File: src/ucri_pkg.sv
// Constants shared by the serial transceiver register interface.
// Assumes a 32-bit APB slave port with 12 bits of byte address.
package ucri_pkg;
    localparam logic [11:0] OFF_COMMAND_STROBE = 12'h000;
    localparam logic [11:0] OFF_MODE_CONFIG = 12'h004;
    localparam logic [11:0] OFF_IRQ_ENABLE_SET = 12'h008;
    localparam logic [11:0] OFF_IRQ_DISABLE_CLEAR = 12'h00C;
    localparam logic [11:0] OFF_IRQ_MASK_VIEW = 12'h010;
    localparam logic [11:0] OFF_CHANNEL_STATE = 12'h014;
    localparam logic [11:0] OFF_RECEIVE_HOLDING = 12'h018;
    localparam logic [11:0] OFF_TRANSMIT_HOLDING = 12'h01C;
    localparam logic [11:0] OFF_BAUD_GENERATOR = 12'h020;
    localparam logic [11:0] OFF_RECEIVE_TIMEOUT = 12'h024;
    localparam logic [11:0] OFF_TRANSMIT_TIMEGUARD = 12'h028;
    localparam logic [11:0] OFF_SMARTCARD_RATE_RATIO = 12'h040;
    localparam logic [11:0] OFF_ERROR_COUNT = 12'h044;
    localparam logic [11:0] OFF_INFRARED_FILTER = 12'h04C;
    localparam logic [11:0] OFF_MANCHESTER_CONFIG = 12'h050;
    localparam logic [11:0] OFF_WRITE_PROTECT_MODE = 12'h0E4;
    localparam logic [11:0] OFF_WRITE_PROTECT_STATUS = 12'h0E8;
    localparam logic [11:0] OFF_DMA_FIRST = 12'h100;
    localparam logic [11:0] OFF_DMA_LAST = 12'h128;

    // Command strobe bit positions
    localparam int CMD_RX_RESET = 2;
    localparam int CMD_TX_RESET = 3;
    localparam int CMD_RX_ENABLE = 4;
    localparam int CMD_RX_DISABLE = 5;
    localparam int CMD_TX_ENABLE = 6;
    localparam int CMD_TX_DISABLE = 7;
    localparam int CMD_STATUS_CLEAR = 8;
    localparam int CMD_BREAK_BEGIN = 9;
    localparam int CMD_BREAK_END = 10;
    localparam int CMD_TIMEOUT_ARM = 11;
    localparam int CMD_ADDRESS_CHAR = 12;
    localparam int CMD_ITERATION_CLEAR = 13;
    localparam int CMD_NACK_CLEAR = 14;
    localparam int CMD_TIMEOUT_RESTART = 15;
    localparam int CMD_LINE_ASSERT = 18;
    localparam int CMD_LINE_DEASSERT = 19;

    // Mode configuration fields
    localparam int MODE_LSB = 0;
    localparam int CHRL_LSB = 6;
    localparam int PAR_LSB = 9;
    localparam logic [3:0] MODE_NORMAL = 4'h0;
    localparam logic [3:0] MODE_ISO_T0 = 4'h4;
    localparam logic [3:0] MODE_ISO_T1 = 4'h6;
    localparam logic [3:0] MODE_SPI_MASTER = 4'hE;
    localparam logic [3:0] MODE_SPI_SLAVE = 4'hF;
    localparam logic [2:0] PAR_MULTIDROP = 3'h6;

    // Channel state bit positions
    localparam int ST_PARITY = 0;
    localparam int ST_FRAMING = 1;
    localparam int ST_OVERRUN = 2;
    localparam int ST_UNDERRUN = 3;
    localparam int ST_MANCHESTER = 4;
    localparam int ST_BREAK_RX = 5;
    localparam int ST_TIMEOUT = 6;
    localparam int ST_ITERATION = 7;
    localparam int ST_NACK = 8;
    localparam int ST_BREAK_ACTIVE = 9;
    localparam int ST_RX_ENABLED = 10;
    localparam int ST_TX_ENABLED = 11;
    localparam int ST_W = 12;

    localparam int WP_ENABLE_BIT = 0;
    localparam int WP_SOURCE_LSB = 8;
    localparam logic [31:0] RATE_RATIO_RESET = 32'h00000174;
    localparam logic [3:0] CHAR_MIN_BITS = 4'h5;
    localparam logic [3:0] CHAR_FRAME_BITS = 4'h2;
    localparam logic [3:0] BREAK_MARK_BITS = 4'hC;

    typedef enum logic [2:0] {BRK_NONE, BRK_WAIT_EMPTY, BRK_ACTIVE, BRK_END_PEND, BRK_MARK} ucri_brk_type;
    typedef enum logic [1:0] {TO_IDLE, TO_WAIT_CHAR, TO_RUN} ucri_to_type;
endpackage

File: src/ucri_cfg_mem.sv
// Small word store for configuration registers that only software uses.
// Assumes one write port and one registered read port on the same clock.
`timescale 1ns/1ps
module ucri_cfg_mem #(
    parameter int DEPTH = 8,
    parameter int AW = 3,
    parameter int RATIO_SLOT = 2
) (
    input wire logic CLOCK,
    input wire logic RST,
    input wire logic wr_en,
    input wire logic [AW-1:0] wr_idx,
    input wire logic [31:0] wr_data,
    input wire logic [AW-1:0] rd_idx,
    output logic [31:0] rd_data
);
    logic [31:0] mem [DEPTH];

    always_ff @(posedge CLOCK) begin
        if (RST) begin
            for (int i = 0; i < DEPTH; i++) begin
                mem[i] <= (i == RATIO_SLOT) ? ucri_pkg::RATE_RATIO_RESET : 32'h00000000;
            end
        end else if (wr_en) begin
            mem[wr_idx] <= wr_data;
        end
    end

    always_ff @(posedge CLOCK) begin
        if (RST) begin
            rd_data <= 32'h00000000;
        end else begin
            rd_data <= mem[rd_idx];
        end
    end
endmodule

File: src/ucri_regs.sv
// APB register interface and command decoder of a multi-mode serial transceiver.
// Assumes the serial paths report events as one-cycle pulses and a bit tick.
//
// The APB register port is this design's own decision.
`timescale 1ns/1ps
module ucri_regs #(
    parameter int TO_W = 16
) (
    input wire logic CLOCK,
    input wire logic RST,
    input wire logic PSEL,
    input wire logic PENABLE,
    input wire logic PWRITE,
    input wire logic [11:0] PADDR,
    input wire logic [31:0] PWDATA,
    output logic [31:0] PRDATA,
    output logic PREADY,
    output logic PSLVERR,
    input wire logic BIT_TICK,
    input wire logic TX_IDLE,
    input wire logic TX_CHAR_LOAD,
    input wire logic RX_CHAR_DONE,
    input wire logic [8:0] RX_DATA,
    input wire logic [7:0] ERROR_TOTAL,
    input wire logic RX_PARITY_ERR,
    input wire logic RX_FRAME_ERR,
    input wire logic RX_OVERRUN,
    input wire logic TX_UNDERRUN,
    input wire logic RX_MANCHESTER_ERR,
    input wire logic RX_BREAK_SEEN,
    input wire logic ISO_ITERATION_LIMIT_FLAG_LIMIT,
    input wire logic ISO_NACK_SEEN,
    output logic RX_ENABLE,
    output logic TX_ENABLE,
    output logic RX_RESET,
    output logic TX_RESET,
    output logic TX_BREAK,
    output logic TX_MARK_HOLD,
    output logic TX_ADDRESS_BIT,
    output logic [8:0] TX_DATA,
    output logic TX_DATA_WRITE,
    output logic REQUEST_LINE
);
    logic access_done;
    logic wr_done;
    logic rd_done;
    logic cmd_wr;
    logic blocked;
    logic [31:0] mode_config;
    logic [31:0] receive_timeout;
    logic [31:0] irq_mask;
    logic wp_enable;
    logic wp_flag;
    logic [11:0] wp_source;
    localparam int ST_W = ucri_pkg::ST_W;
    logic [ST_W-1:0] status;
    logic [31:0] mem_rdata;
    logic [3:0] slot;
    logic [3:0] mode;
    logic spi;
    logic iso;
    logic [3:0] bit_count;
    logic [3:0] char_len;
    logic [TO_W-1:0] to_count;
    ucri_pkg::ucri_brk_type brk_state;
    ucri_pkg::ucri_brk_type next_brk;
    ucri_pkg::ucri_to_type to_state;

    function automatic logic [3:0] cfg_slot(input logic [11:0] addr);
        case (addr)
            ucri_pkg::OFF_BAUD_GENERATOR: cfg_slot = 4'h8;
            ucri_pkg::OFF_TRANSMIT_TIMEGUARD: cfg_slot = 4'h9;
            ucri_pkg::OFF_SMARTCARD_RATE_RATIO: cfg_slot = 4'hA;
            ucri_pkg::OFF_INFRARED_FILTER: cfg_slot = 4'hB;
            ucri_pkg::OFF_MANCHESTER_CONFIG: cfg_slot = 4'hC;
            default: cfg_slot = 4'h0;
        endcase
    endfunction

    function automatic logic is_spi(input logic [3:0] m);
        is_spi = (m == ucri_pkg::MODE_SPI_MASTER) || (m == ucri_pkg::MODE_SPI_SLAVE);
    endfunction

    assign access_done = PSEL && PENABLE && PREADY;
    assign wr_done = access_done && PWRITE;
    assign rd_done = access_done && !PWRITE;
    assign mode = mode_config[ucri_pkg::MODE_LSB +: 4];
    assign spi = is_spi(mode);
    assign iso = (mode == ucri_pkg::MODE_ISO_T0) || (mode == ucri_pkg::MODE_ISO_T1);
    assign slot = cfg_slot(PADDR);
    // Protected set: mode, time-out and every word of the small store
    assign blocked = wp_enable && (PADDR == ucri_pkg::OFF_MODE_CONFIG
        || PADDR == ucri_pkg::OFF_RECEIVE_TIMEOUT || slot[3]);
    assign cmd_wr = wr_done && PADDR == ucri_pkg::OFF_COMMAND_STROBE;
    assign char_len = ucri_pkg::CHAR_MIN_BITS + {2'b00, mode_config[ucri_pkg::CHRL_LSB +: 2]}
        + ucri_pkg::CHAR_FRAME_BITS;

    // One wait state gives the store time to present its registered word
    always_ff @(posedge CLOCK) begin
        if (RST) begin
            PREADY <= 1'b0;
            PSLVERR <= 1'b0;
            PRDATA <= 32'h00000000;
        end else begin
            PREADY <= PSEL && PENABLE && !PREADY;
            PSLVERR <= PSEL && PENABLE && !PREADY && PADDR > ucri_pkg::OFF_DMA_LAST;
            if (PSEL && PENABLE && !PREADY) begin
                PRDATA <= 32'h00000000;
                if (!PWRITE) begin
                    case (PADDR)
                        ucri_pkg::OFF_MODE_CONFIG: PRDATA <= mode_config;
                        ucri_pkg::OFF_IRQ_MASK_VIEW: PRDATA <= irq_mask;
                        ucri_pkg::OFF_CHANNEL_STATE: PRDATA <= {{(32-ST_W){1'b0}}, status};
                        ucri_pkg::OFF_RECEIVE_HOLDING: PRDATA <= {23'h0, RX_DATA};
                        ucri_pkg::OFF_RECEIVE_TIMEOUT: PRDATA <= receive_timeout;
                        ucri_pkg::OFF_ERROR_COUNT: PRDATA <= {24'h000000, ERROR_TOTAL};
                        ucri_pkg::OFF_WRITE_PROTECT_MODE: PRDATA <= {31'h0, wp_enable};
                        ucri_pkg::OFF_WRITE_PROTECT_STATUS: PRDATA <= {12'h000, wp_source, 7'h00, wp_flag};
                        default: PRDATA <= slot[3] ? mem_rdata : 32'h00000000;
                    endcase
                end
            end
        end
    end

    ucri_cfg_mem #(.DEPTH(8), .AW(3), .RATIO_SLOT(2)) u_cfg (
        .CLOCK(CLOCK),
        .RST(RST),
        .wr_en(wr_done && slot[3] && !blocked),
        .wr_idx(slot[2:0]),
        .wr_data(PWDATA),
        .rd_idx(slot[2:0]),
        .rd_data(mem_rdata)
    );

    always_ff @(posedge CLOCK) begin
        if (RST) begin
            mode_config <= 32'h00000000;
            receive_timeout <= 32'h00000000;
            irq_mask <= 32'h00000000;
            wp_enable <= 1'b0;
        end else if (wr_done) begin
            if (PADDR == ucri_pkg::OFF_MODE_CONFIG && !blocked) mode_config <= PWDATA;
            if (PADDR == ucri_pkg::OFF_RECEIVE_TIMEOUT && !blocked) receive_timeout <= PWDATA;
            if (PADDR == ucri_pkg::OFF_IRQ_ENABLE_SET) irq_mask <= irq_mask | PWDATA;
            if (PADDR == ucri_pkg::OFF_IRQ_DISABLE_CLEAR) irq_mask <= irq_mask & ~PWDATA;
            if (PADDR == ucri_pkg::OFF_WRITE_PROTECT_MODE) wp_enable <= PWDATA[ucri_pkg::WP_ENABLE_BIT];
        end
    end

    // Violation flag: a new violation wins over the clearing read
    always_ff @(posedge CLOCK) begin
        if (RST) begin
            wp_flag <= 1'b0;
            wp_source <= 12'h000;
        end else if (wr_done && blocked) begin
            wp_flag <= 1'b1;
            wp_source <= PADDR;
        end else if (rd_done && PADDR == ucri_pkg::OFF_WRITE_PROTECT_STATUS) begin
            wp_flag <= 1'b0;
        end
    end

    // Enables: a disable bit always beats an enable bit in the same write
    always_ff @(posedge CLOCK) begin
        if (RST) begin
            RX_ENABLE <= 1'b0;
            TX_ENABLE <= 1'b0;
        end else if (cmd_wr) begin
            if (PWDATA[ucri_pkg::CMD_RX_DISABLE]) RX_ENABLE <= 1'b0;
            else if (PWDATA[ucri_pkg::CMD_RX_ENABLE]) RX_ENABLE <= 1'b1;
            if (PWDATA[ucri_pkg::CMD_TX_DISABLE]) TX_ENABLE <= 1'b0;
            else if (PWDATA[ucri_pkg::CMD_TX_ENABLE]) TX_ENABLE <= 1'b1;
        end
    end

    // Pulses plus the held TX_DATA word; the command word itself is never stored
    always_ff @(posedge CLOCK) begin
        if (RST) begin
            RX_RESET <= 1'b0;
            TX_RESET <= 1'b0;
            TX_DATA_WRITE <= 1'b0;
            TX_DATA <= 9'h000;
        end else begin
            RX_RESET <= cmd_wr && PWDATA[ucri_pkg::CMD_RX_RESET];
            TX_RESET <= cmd_wr && PWDATA[ucri_pkg::CMD_TX_RESET];
            TX_DATA_WRITE <= wr_done && PADDR == ucri_pkg::OFF_TRANSMIT_HOLDING;
            if (wr_done && PADDR == ucri_pkg::OFF_TRANSMIT_HOLDING) TX_DATA <= PWDATA[8:0];
        end
    end

    // Status flags: a hardware event in the clearing cycle wins
    always_ff @(posedge CLOCK) begin
        if (RST) begin
            status[ST_W-1:0] <= '0;
        end else begin
            if (cmd_wr && PWDATA[ucri_pkg::CMD_STATUS_CLEAR]) begin
                status[ucri_pkg::ST_OVERRUN] <= 1'b0;
                if (spi) status[ucri_pkg::ST_UNDERRUN] <= 1'b0;
                else begin
                    status[ucri_pkg::ST_PARITY] <= 1'b0;
                    status[ucri_pkg::ST_FRAMING] <= 1'b0;
                    status[ucri_pkg::ST_MANCHESTER] <= 1'b0;
                    status[ucri_pkg::ST_BREAK_RX] <= 1'b0;
                end
            end
            if (cmd_wr && !spi && PWDATA[ucri_pkg::CMD_TIMEOUT_ARM]) status[ucri_pkg::ST_TIMEOUT] <= 1'b0;
            if (cmd_wr && !spi && iso && PWDATA[ucri_pkg::CMD_ITERATION_CLEAR]) begin
                status[ucri_pkg::ST_ITERATION] <= 1'b0;
            end
            if (cmd_wr && !spi && PWDATA[ucri_pkg::CMD_NACK_CLEAR]) status[ucri_pkg::ST_NACK] <= 1'b0;
            if (RX_PARITY_ERR) status[ucri_pkg::ST_PARITY] <= 1'b1;
            if (RX_FRAME_ERR) status[ucri_pkg::ST_FRAMING] <= 1'b1;
            if (RX_OVERRUN) status[ucri_pkg::ST_OVERRUN] <= 1'b1;
            if (TX_UNDERRUN) status[ucri_pkg::ST_UNDERRUN] <= 1'b1;
            if (RX_MANCHESTER_ERR) status[ucri_pkg::ST_MANCHESTER] <= 1'b1;
            if (RX_BREAK_SEEN) status[ucri_pkg::ST_BREAK_RX] <= 1'b1;
            if (to_state == ucri_pkg::TO_RUN && BIT_TICK && to_count == receive_timeout[TO_W-1:0] - 1'b1) begin
                status[ucri_pkg::ST_TIMEOUT] <= 1'b1;
            end
            if (ISO_ITERATION_LIMIT_FLAG_LIMIT) status[ucri_pkg::ST_ITERATION] <= 1'b1;
            if (ISO_NACK_SEEN) status[ucri_pkg::ST_NACK] <= 1'b1;
            status[ucri_pkg::ST_BREAK_ACTIVE] <= TX_BREAK;
            status[ucri_pkg::ST_RX_ENABLED] <= RX_ENABLE;
            status[ucri_pkg::ST_TX_ENABLED] <= TX_ENABLE;
        end
    end

    // Break sequencer, counted in bit periods
    always_comb begin
        next_brk = brk_state;
        case (brk_state)
            ucri_pkg::BRK_NONE: begin
                if (cmd_wr && !spi && PWDATA[ucri_pkg::CMD_BREAK_BEGIN]) next_brk = ucri_pkg::BRK_WAIT_EMPTY;
            end
            ucri_pkg::BRK_WAIT_EMPTY: begin
                if (TX_IDLE) next_brk = ucri_pkg::BRK_ACTIVE;
            end
            ucri_pkg::BRK_ACTIVE: begin
                if (cmd_wr && !spi && PWDATA[ucri_pkg::CMD_BREAK_END]) next_brk = ucri_pkg::BRK_END_PEND;
            end
            ucri_pkg::BRK_END_PEND: begin
                if (bit_count >= char_len) next_brk = ucri_pkg::BRK_MARK;
            end
            ucri_pkg::BRK_MARK: begin
                if (BIT_TICK && bit_count == ucri_pkg::BREAK_MARK_BITS - 4'h1) next_brk = ucri_pkg::BRK_NONE;
            end
            default: next_brk = ucri_pkg::BRK_NONE;
        endcase
    end

    always_ff @(posedge CLOCK) begin
        if (RST || TX_RESET) begin
            brk_state <= ucri_pkg::BRK_NONE;
            bit_count <= 4'h0;
            TX_BREAK <= 1'b0;
            TX_MARK_HOLD <= 1'b0;
        end else begin
            brk_state <= next_brk;
            TX_BREAK <= next_brk == ucri_pkg::BRK_ACTIVE || next_brk == ucri_pkg::BRK_END_PEND;
            TX_MARK_HOLD <= next_brk == ucri_pkg::BRK_MARK;
            if (next_brk != brk_state && next_brk != ucri_pkg::BRK_END_PEND) bit_count <= 4'h0;
            else if (BIT_TICK && bit_count != 4'hF) bit_count <= bit_count + 4'h1;
        end
    end

    // Receive time-out: the arm command wins over a restart in the same write
    always_ff @(posedge CLOCK) begin
        if (RST || RX_RESET) begin
            to_state <= ucri_pkg::TO_IDLE;
            to_count <= '0;
        end else if (cmd_wr && !spi && PWDATA[ucri_pkg::CMD_TIMEOUT_ARM]) begin
            to_state <= ucri_pkg::TO_WAIT_CHAR;
            to_count <= '0;
        end else if (cmd_wr && !spi && PWDATA[ucri_pkg::CMD_TIMEOUT_RESTART]) begin
            to_state <= ucri_pkg::TO_RUN;
            to_count <= '0;
        end else if (receive_timeout[TO_W-1:0] == '0) begin
            to_state <= ucri_pkg::TO_IDLE;
        end else if (RX_CHAR_DONE) begin
            to_state <= ucri_pkg::TO_RUN;
            to_count <= '0;
        end else if (to_state == ucri_pkg::TO_RUN && BIT_TICK) begin
            if (to_count == receive_timeout[TO_W-1:0] - 1'b1) to_state <= ucri_pkg::TO_IDLE;
            to_count <= to_count + 1'b1;
        end
    end

    // Address marker waits for the next character taken by the transmitter
    always_ff @(posedge CLOCK) begin
        if (RST || TX_RESET) begin
            TX_ADDRESS_BIT <= 1'b0;
        end else if (cmd_wr && !spi && PWDATA[ucri_pkg::CMD_ADDRESS_CHAR]
            && mode_config[ucri_pkg::PAR_LSB +: 3] == ucri_pkg::PAR_MULTIDROP) begin
            TX_ADDRESS_BIT <= 1'b1;
        end else if (TX_CHAR_LOAD) begin
            TX_ADDRESS_BIT <= 1'b0;
        end
    end

    // One pin serves request-to-send and SPI slave select; idles high
    always_ff @(posedge CLOCK) begin
        if (RST) begin
            REQUEST_LINE <= 1'b1;
        end else if (cmd_wr && (mode == ucri_pkg::MODE_NORMAL || mode == ucri_pkg::MODE_SPI_MASTER)) begin
            if (PWDATA[ucri_pkg::CMD_LINE_ASSERT]) REQUEST_LINE <= 1'b0;
            else if (PWDATA[ucri_pkg::CMD_LINE_DEASSERT]) REQUEST_LINE <= 1'b1;
        end
    end
endmodule

File: config.mk
export PLATFORM = sky130hd
export DESIGN_NAME = ucri_regs
export DESIGN_NICKNAME = d
export VERILOG_FILES = /design/src/ucri_pkg.sv /design/src/ucri_cfg_mem.sv /design/src/ucri_regs.sv
export SDC_FILE = /design/constraint.sdc
export NUM_CORES = 1
export LEC_CHECK = 0
export BUFFER_PORTS_ARGS = -buffer_cell sky130_fd_sc_hd__buf_2
export CAP_MARGIN = 40
export CORE_UTILIZATION = 40
export CTS_CLUSTER_DIAMETER = 120
export DETAILED_ROUTE_END_ITERATION = 8
export GPL_ROUTABILITY_DRIVEN = 0
export GPL_TIMING_DRIVEN = 0
export PLACE_DENSITY_LB_ADDON = 0.15
export SYNTH_ARGS = -nofsm -noshare
export SYNTH_HDL_FRONTEND = slang
export SYNTH_SLANG_ARGS = --single-unit
File: constraint.sdc
create_clock -name CLOCK -period 5.4 [get_ports CLOCK]
set_clock_uncertainty 0.2 [all_clocks]
set_input_delay 1.08 -clock CLOCK [delete_from_list [all_inputs] [get_ports CLOCK]]
set_output_delay 1.08 -clock CLOCK [all_outputs]
set_load 0.05 [all_outputs]
## Yosys cells after proc, flatten, opt, wreduce, memory -nomap -nowiden

Memories as Yosys holds them, arrays and structs flattened. A register that Yosys moved wholly into a read port is not among the register bits.
Index checks and enable logic that the tools add are counted.

| operators by class | value |
|---|---|
| add/subtract/negate cells | 5 |
| order comparisons | 2 |
| equal/unequal tests | 38 |
| multiplexer cells | 53 |
| bitwise operators | 4 |
| reductions and logical operators | 90 |

Operators with widths:

| operator | number |
|---|---|
| case mux 32 bit (8 select lines) | 1 |
| two-way mux 32 bit | 5 |
| == test 12 x 5 -> 1 bit (second input constant) | 4 |
| == test 12 x 7 -> 1 bit (second input constant) | 4 |
| == test 12 x 6 -> 1 bit (second input constant) | 3 |
| logical AND 1 bit | 34 |
| nonzero test 2 bit | 17 |
| bitwise AND 32 bit | 1 |
| two-way mux 16 bit | 2 |
| NOT 32 bit | 1 |
| bitwise OR 32 bit | 1 |
| OR reduction 32 bit | 1 |
| two-way mux 1 bit | 30 |
| AND reduction 2 bit | 15 |
| == test 12 x 4 -> 1 bit (second input constant) | 2 |
| == test 12 x 8 -> 1 bit (second input constant) | 2 |
| case mux 4 bit (5 select lines) | 1 |
| two-way mux 3 bit | 6 |
| adder 16 x 1 -> 16 bit (second input constant) | 1 |
| == test 16 bit | 1 |
| zero test 16 bit | 1 |
| subtractor 16 x 1 -> 16 bit (second input constant) | 1 |
| case mux 3 bit (5 select lines) | 1 |
| == test 12 x 3 -> 1 bit (second input constant) | 1 |
| other kinds (27) | 56 |

| word-level totals | value |
|---|---|
| register bits after elaboration | 199 |
| memory bits (writable) | 256 |
| input bits | 78 |
| output and inout port bits | 52 |
| memories kept | 1 |

Memory list:

| name | depth | width | rd ports | clocked after Yosys merged registers in | wr ports | RTL line | text |
|---|---|---|---|---|---|---|---|
| u_cfg.mem | 8 | 32 | 1 | 1 | 8 | ucri_cfg_mem.sv:17 | `logic [31:0] mem [DEPTH];` |

## Longest topological paths before layout

| depth | value |
|---|---|
| depth after elaboration | 11 |
| mapped depth | 10 |
| mapped depth without buffers | 9 |

## Hierarchy

A second synthesis with hierarchy kept.

| second synthesis, totals | value |
|---|---|
| cells, all modules | 1912 |
| area total of the unflattened synthesis | 21486.9 µm² |

By module, submodules not included:

| module | times used | cells an instance | area each (µm²) | sequential area each (µm²) |
|---|---|---|---|---|
| ucri_cfg_mem | 1 | 739 | 12194.2 | 8328.0 |
| ucri_regs | 1 | 1173 | 9292.7 | 3983.8 |

## Least setup slack after synthesis

OpenSTA, ideal clock, no wires.

| timing | value |
|---|---|
| path kind | input port to flip-flop |
| start | input PADDR[8] |
| end | memory u_cfg.mem[2][0], enable pin |
| arrival | 3.124 ns |
| data required time | 4.825 ns |
| slack | 1.702 ns |
| stages on the path | 7 |
| cell sequence | or4_1 > buf_2 > nor2_1 > nand4_1 > nor3b_2 > clkbuf_1 > or2_2 |

RTL lines:

| item | RTL line | text |
|---|---|---|
| start: declaration | ucri_regs.sv:14 | `input wire logic [11:0] PADDR,` |
| end: declaration | ucri_cfg_mem.sv:17 |  |

==> run summary <==
Drt drc -> 2
Overall routed net length -> 59.9 mm
Die width -> 216 um
Period utilization -> 0.786
Leakage -> 8.05 nW
Syn_area_per_cell -> 9.63 sq um
Synth Warn # -> 0
Initial Util -> 0.404
Failing checks -> DRC
Post-CTS setup buffer count -> 0
Crit path launch -> PADDR[8]
Sequential fraction of the synthesis area -> 0.568
Die area -> 46600 sq um
Placed instance area -> 19900 sq um
Maximum VDD drop -> 205 uV
Critical path fanouts, max -> 21
Register bit total from synthesis -> 423
RR Startpoint -> PREADY$_SDFF_PP0_
Worst Path Arrival -> 4.32 ns
Crit path capture -> u_cfg.mem[2][25]$_SDFFCE_PN0P_
Post_cts resized -> 0
TritonCTS clock tree -> yes
Avg WL per Cell -> 21.8 um
Number of max-cap violations -> 0
Layout cell share with drive strength beyond 1 -> 0.133
Root buffer cell -> clkbuf_16
Worst-margin pin slew -> 0.919 ns
Nets -> 2201
Setup violators final -> 0
Max Fclk -> 236 MHz
Die extent in y -> 216 um
Fin util -> 0.473
Grt ovf -> 0
IO buf count -> 120
Setup TNS -> 0 ns
Worst reg2reg path endpoint -> u_cfg.mem[2][25]$_SDFFCE_PN0P_
Final Hold Fails -> 0
Critical Path RT -> 5.47 ns
R2r worst-path depth -> 7
Largest net degree at the start of global routing -> 24
Syn Std Cell Area -> 18300 sq um
DRT iter0 DRCs -> 1349
Clock Latency Late Sink -> 0.58 ns
Synth unique cells -> 69
Power, Total -> 0.00681 W
Antenna-violating nets left -> 0
GR Util All Layers -> 0.255
I/O pins -> 130
Setup crit end kind -> flop
Vias per cell -> 5.44
Clk buf depth -> 3
Post-synth EDFFs -> 192
Power Density -> 318 nW/um^2
Reg clk slew, reported paths -> 0.06 ns
Min Tclk post-route -> 4.24 ns
Fill cells -> 4394
Final instance area -> 21400 sq um
Startpoint types -> primary input
Area Overhead vs Synth -> 17.0%
Inserted Clock Buffers -> 47
1st-pass router iterations -> 9
Worst min-delay path class -> flop to flop
# hold bufs at CTS -> 0
Vias -> 15000
Post-Synthesis Cells -> 1901
Vias in the first global route -> 14400
Rows -> 78
Slew HR -> 0.382
Top_reg_cell synth -> dfxtp_1
Core Footprint -> 45300 sq um
Status -> finished with violations
Initial antenna violation count -> 3
Fin. max-slew vios -> 0
Async SR Flop Fraction -> 0
Clock sinks -> 423
First-pass GRT wire length -> 89.0 mm
RSZ-0062 raised after global routing -> no
Worst R2R Setup Slack -> 1.77 ns
Dpl hpwl -> 42.7 mm
Crit path kind -> primary input to flop
H-tree level count -> 2
## layer usage
metal / GRT usage / part of all wire / vias up
met5: 0 / 0.00022 / -
met4: 0.101 / 0.034 / 2
met3: 0.0564 / 0.080 / 117
met2: 0.389 / 0.44 / 605
met1: 0.351 / 0.45 / 7222
li1: - / - / 7043
## how the worst min path moves through the flow
| stage | from | endpoint | slack [ns] | depth (start not counted) |
|---|---|---|---|---|
| final | PRDATA[17]$_SDFFE_PP0P_ | PRDATA[17]$_SDFFE_PP0P_ | 0.25 | 2 |
| after global routing | receive_timeout[30]$_SDFFE_PP0P_ | receive_timeout[30]$_SDFFE_PP0P_ | 0.27 | 2 |
| after CTS | PRDATA[17]$_SDFFE_PP0P_ | PRDATA[17]$_SDFFE_PP0P_ | 0.25 | 2 |
| after detailed placement | PRDATA[17]$_SDFFE_PP0P_ | PRDATA[17]$_SDFFE_PP0P_ | 0.24 | 2 |
| after global placement | PRDATA[0]$_SDFFE_PP0P_ | PRDATA[0]$_SDFFE_PP0P_ | 0.23 | 2 |
| after floorplan | u_cfg.rd_data[2]$_SDFF_PP0_ | PRDATA[2]$_SDFFE_PP0P_ | 0.22 | 2 |
## placed cells by master (no fill, tap or decap), drive strengths merged, types with 30 or more instances in the layout
master,n
nor2,72
nand2,423
a21oi,242
conb,32
or3,36
edfxtp,192
o21ai,49
dfxtp,231
and2,162
clkbuf,150
buf,190
a22oi,30
a211oi,35
## stage by stage
step / hold WS [ns] / std cells / worst slack (ns)
2_1_floorplan: 0.225 / 1932 / 1.70
3_3_place_gp: 0.235 / 2652 / 0.454
3_5_place_dp: 0.236 / 2665 / 0.639
4_1_cts: 0.249 / 2750 / 1.23
5_1_grt: 0.271 / 2752 / 1.07
6_report: 0.247 / 2753 / 1.16
## cell type report
cell class,instances,area (sq um),share of cell area
antenna,2,5.00,0.000234
buffer,138,613,0.0286
clock buffer,69,1340,0.0626
clock inverter,16,108,0.00503
inverter,12,45.0,0.00210
multi-input combinational,1359,7370,0.344
sequential,423,10400,0.485
tap,600,751,0.0351
timing repair buffer,134,788,0.0368
## sequential cells by signal, summed over array words and instances (netlist names), 2 cells and up, named ones only
register and count:
status 12, bit_count 4, u_cfg.mem 192, wp_source 12, brk_state 3, u_cfg.rd_data 32, TX_DATA 9, mode_config 32
receive_timeout 32, to_count 16, to_state 2, PRDATA 32
## Yosys cell counts, types with 9 or more instances
cell	count	area share
nor3_1	19	0.0052
xnor2_1	13	0.0062
dfxtp_1	231	0.25
a211oi_1	35	0.014
buf_2	45	0.012
nor2b_1	10	0.0034
inv_1	12	0.0025
nand4_1	13	0.0044
nand2b_1	11	0.0038
edfxtp_1	192	0.32
nand2_1	423	0.087
or3_1	36	0.012
clkbuf_1	81	0.017
and2_1	162	0.055
o21ai_0	49	0.013
a222oi_1	11	0.0060
nor2_1	69	0.014
a21oi_1	241	0.066
a31oi_1	12	0.0041
nand3_1	27	0.0074
a21boi_0	12	0.0049
mux2i_1	14	0.0077
xor2_1	23	0.011
a221oi_1	9	0.0043
a22oi_1	30	0.012
## report_power, final
group / switching [W] / total (W) / internal, W
sequential: 0.0000261 / 0.00344 / 0.00342
combinational: 0.000218 / 0.000296 / 0.0000780
clock: 0.00131 / 0.00307 / 0.00176
## worst max-delay path, stage by stage
cell      delay, ns
buf_2          0.11
or4_1          0.54
buf_2          0.22
nor2_1         0.25
nand4_1        0.21
nor3b_2        0.66
clkbuf_1       0.50
or2_2          0.47
buf_12         0.24
## kinds of logic after synthesis
family	count (synthesis)	synth area share
adders and majority gates	8	0.00547
xor gates and xnor gates	36	0.0172
muxes	20	0.0113
DFF	423	0.568
other	1	0.000205
buffers and inverters	150	0.0359
AOI/OAI and AO/OA	435	0.142
and+or+nand+nor	828	0.220
No activity file was read; power rests on OpenSTA's default activity.
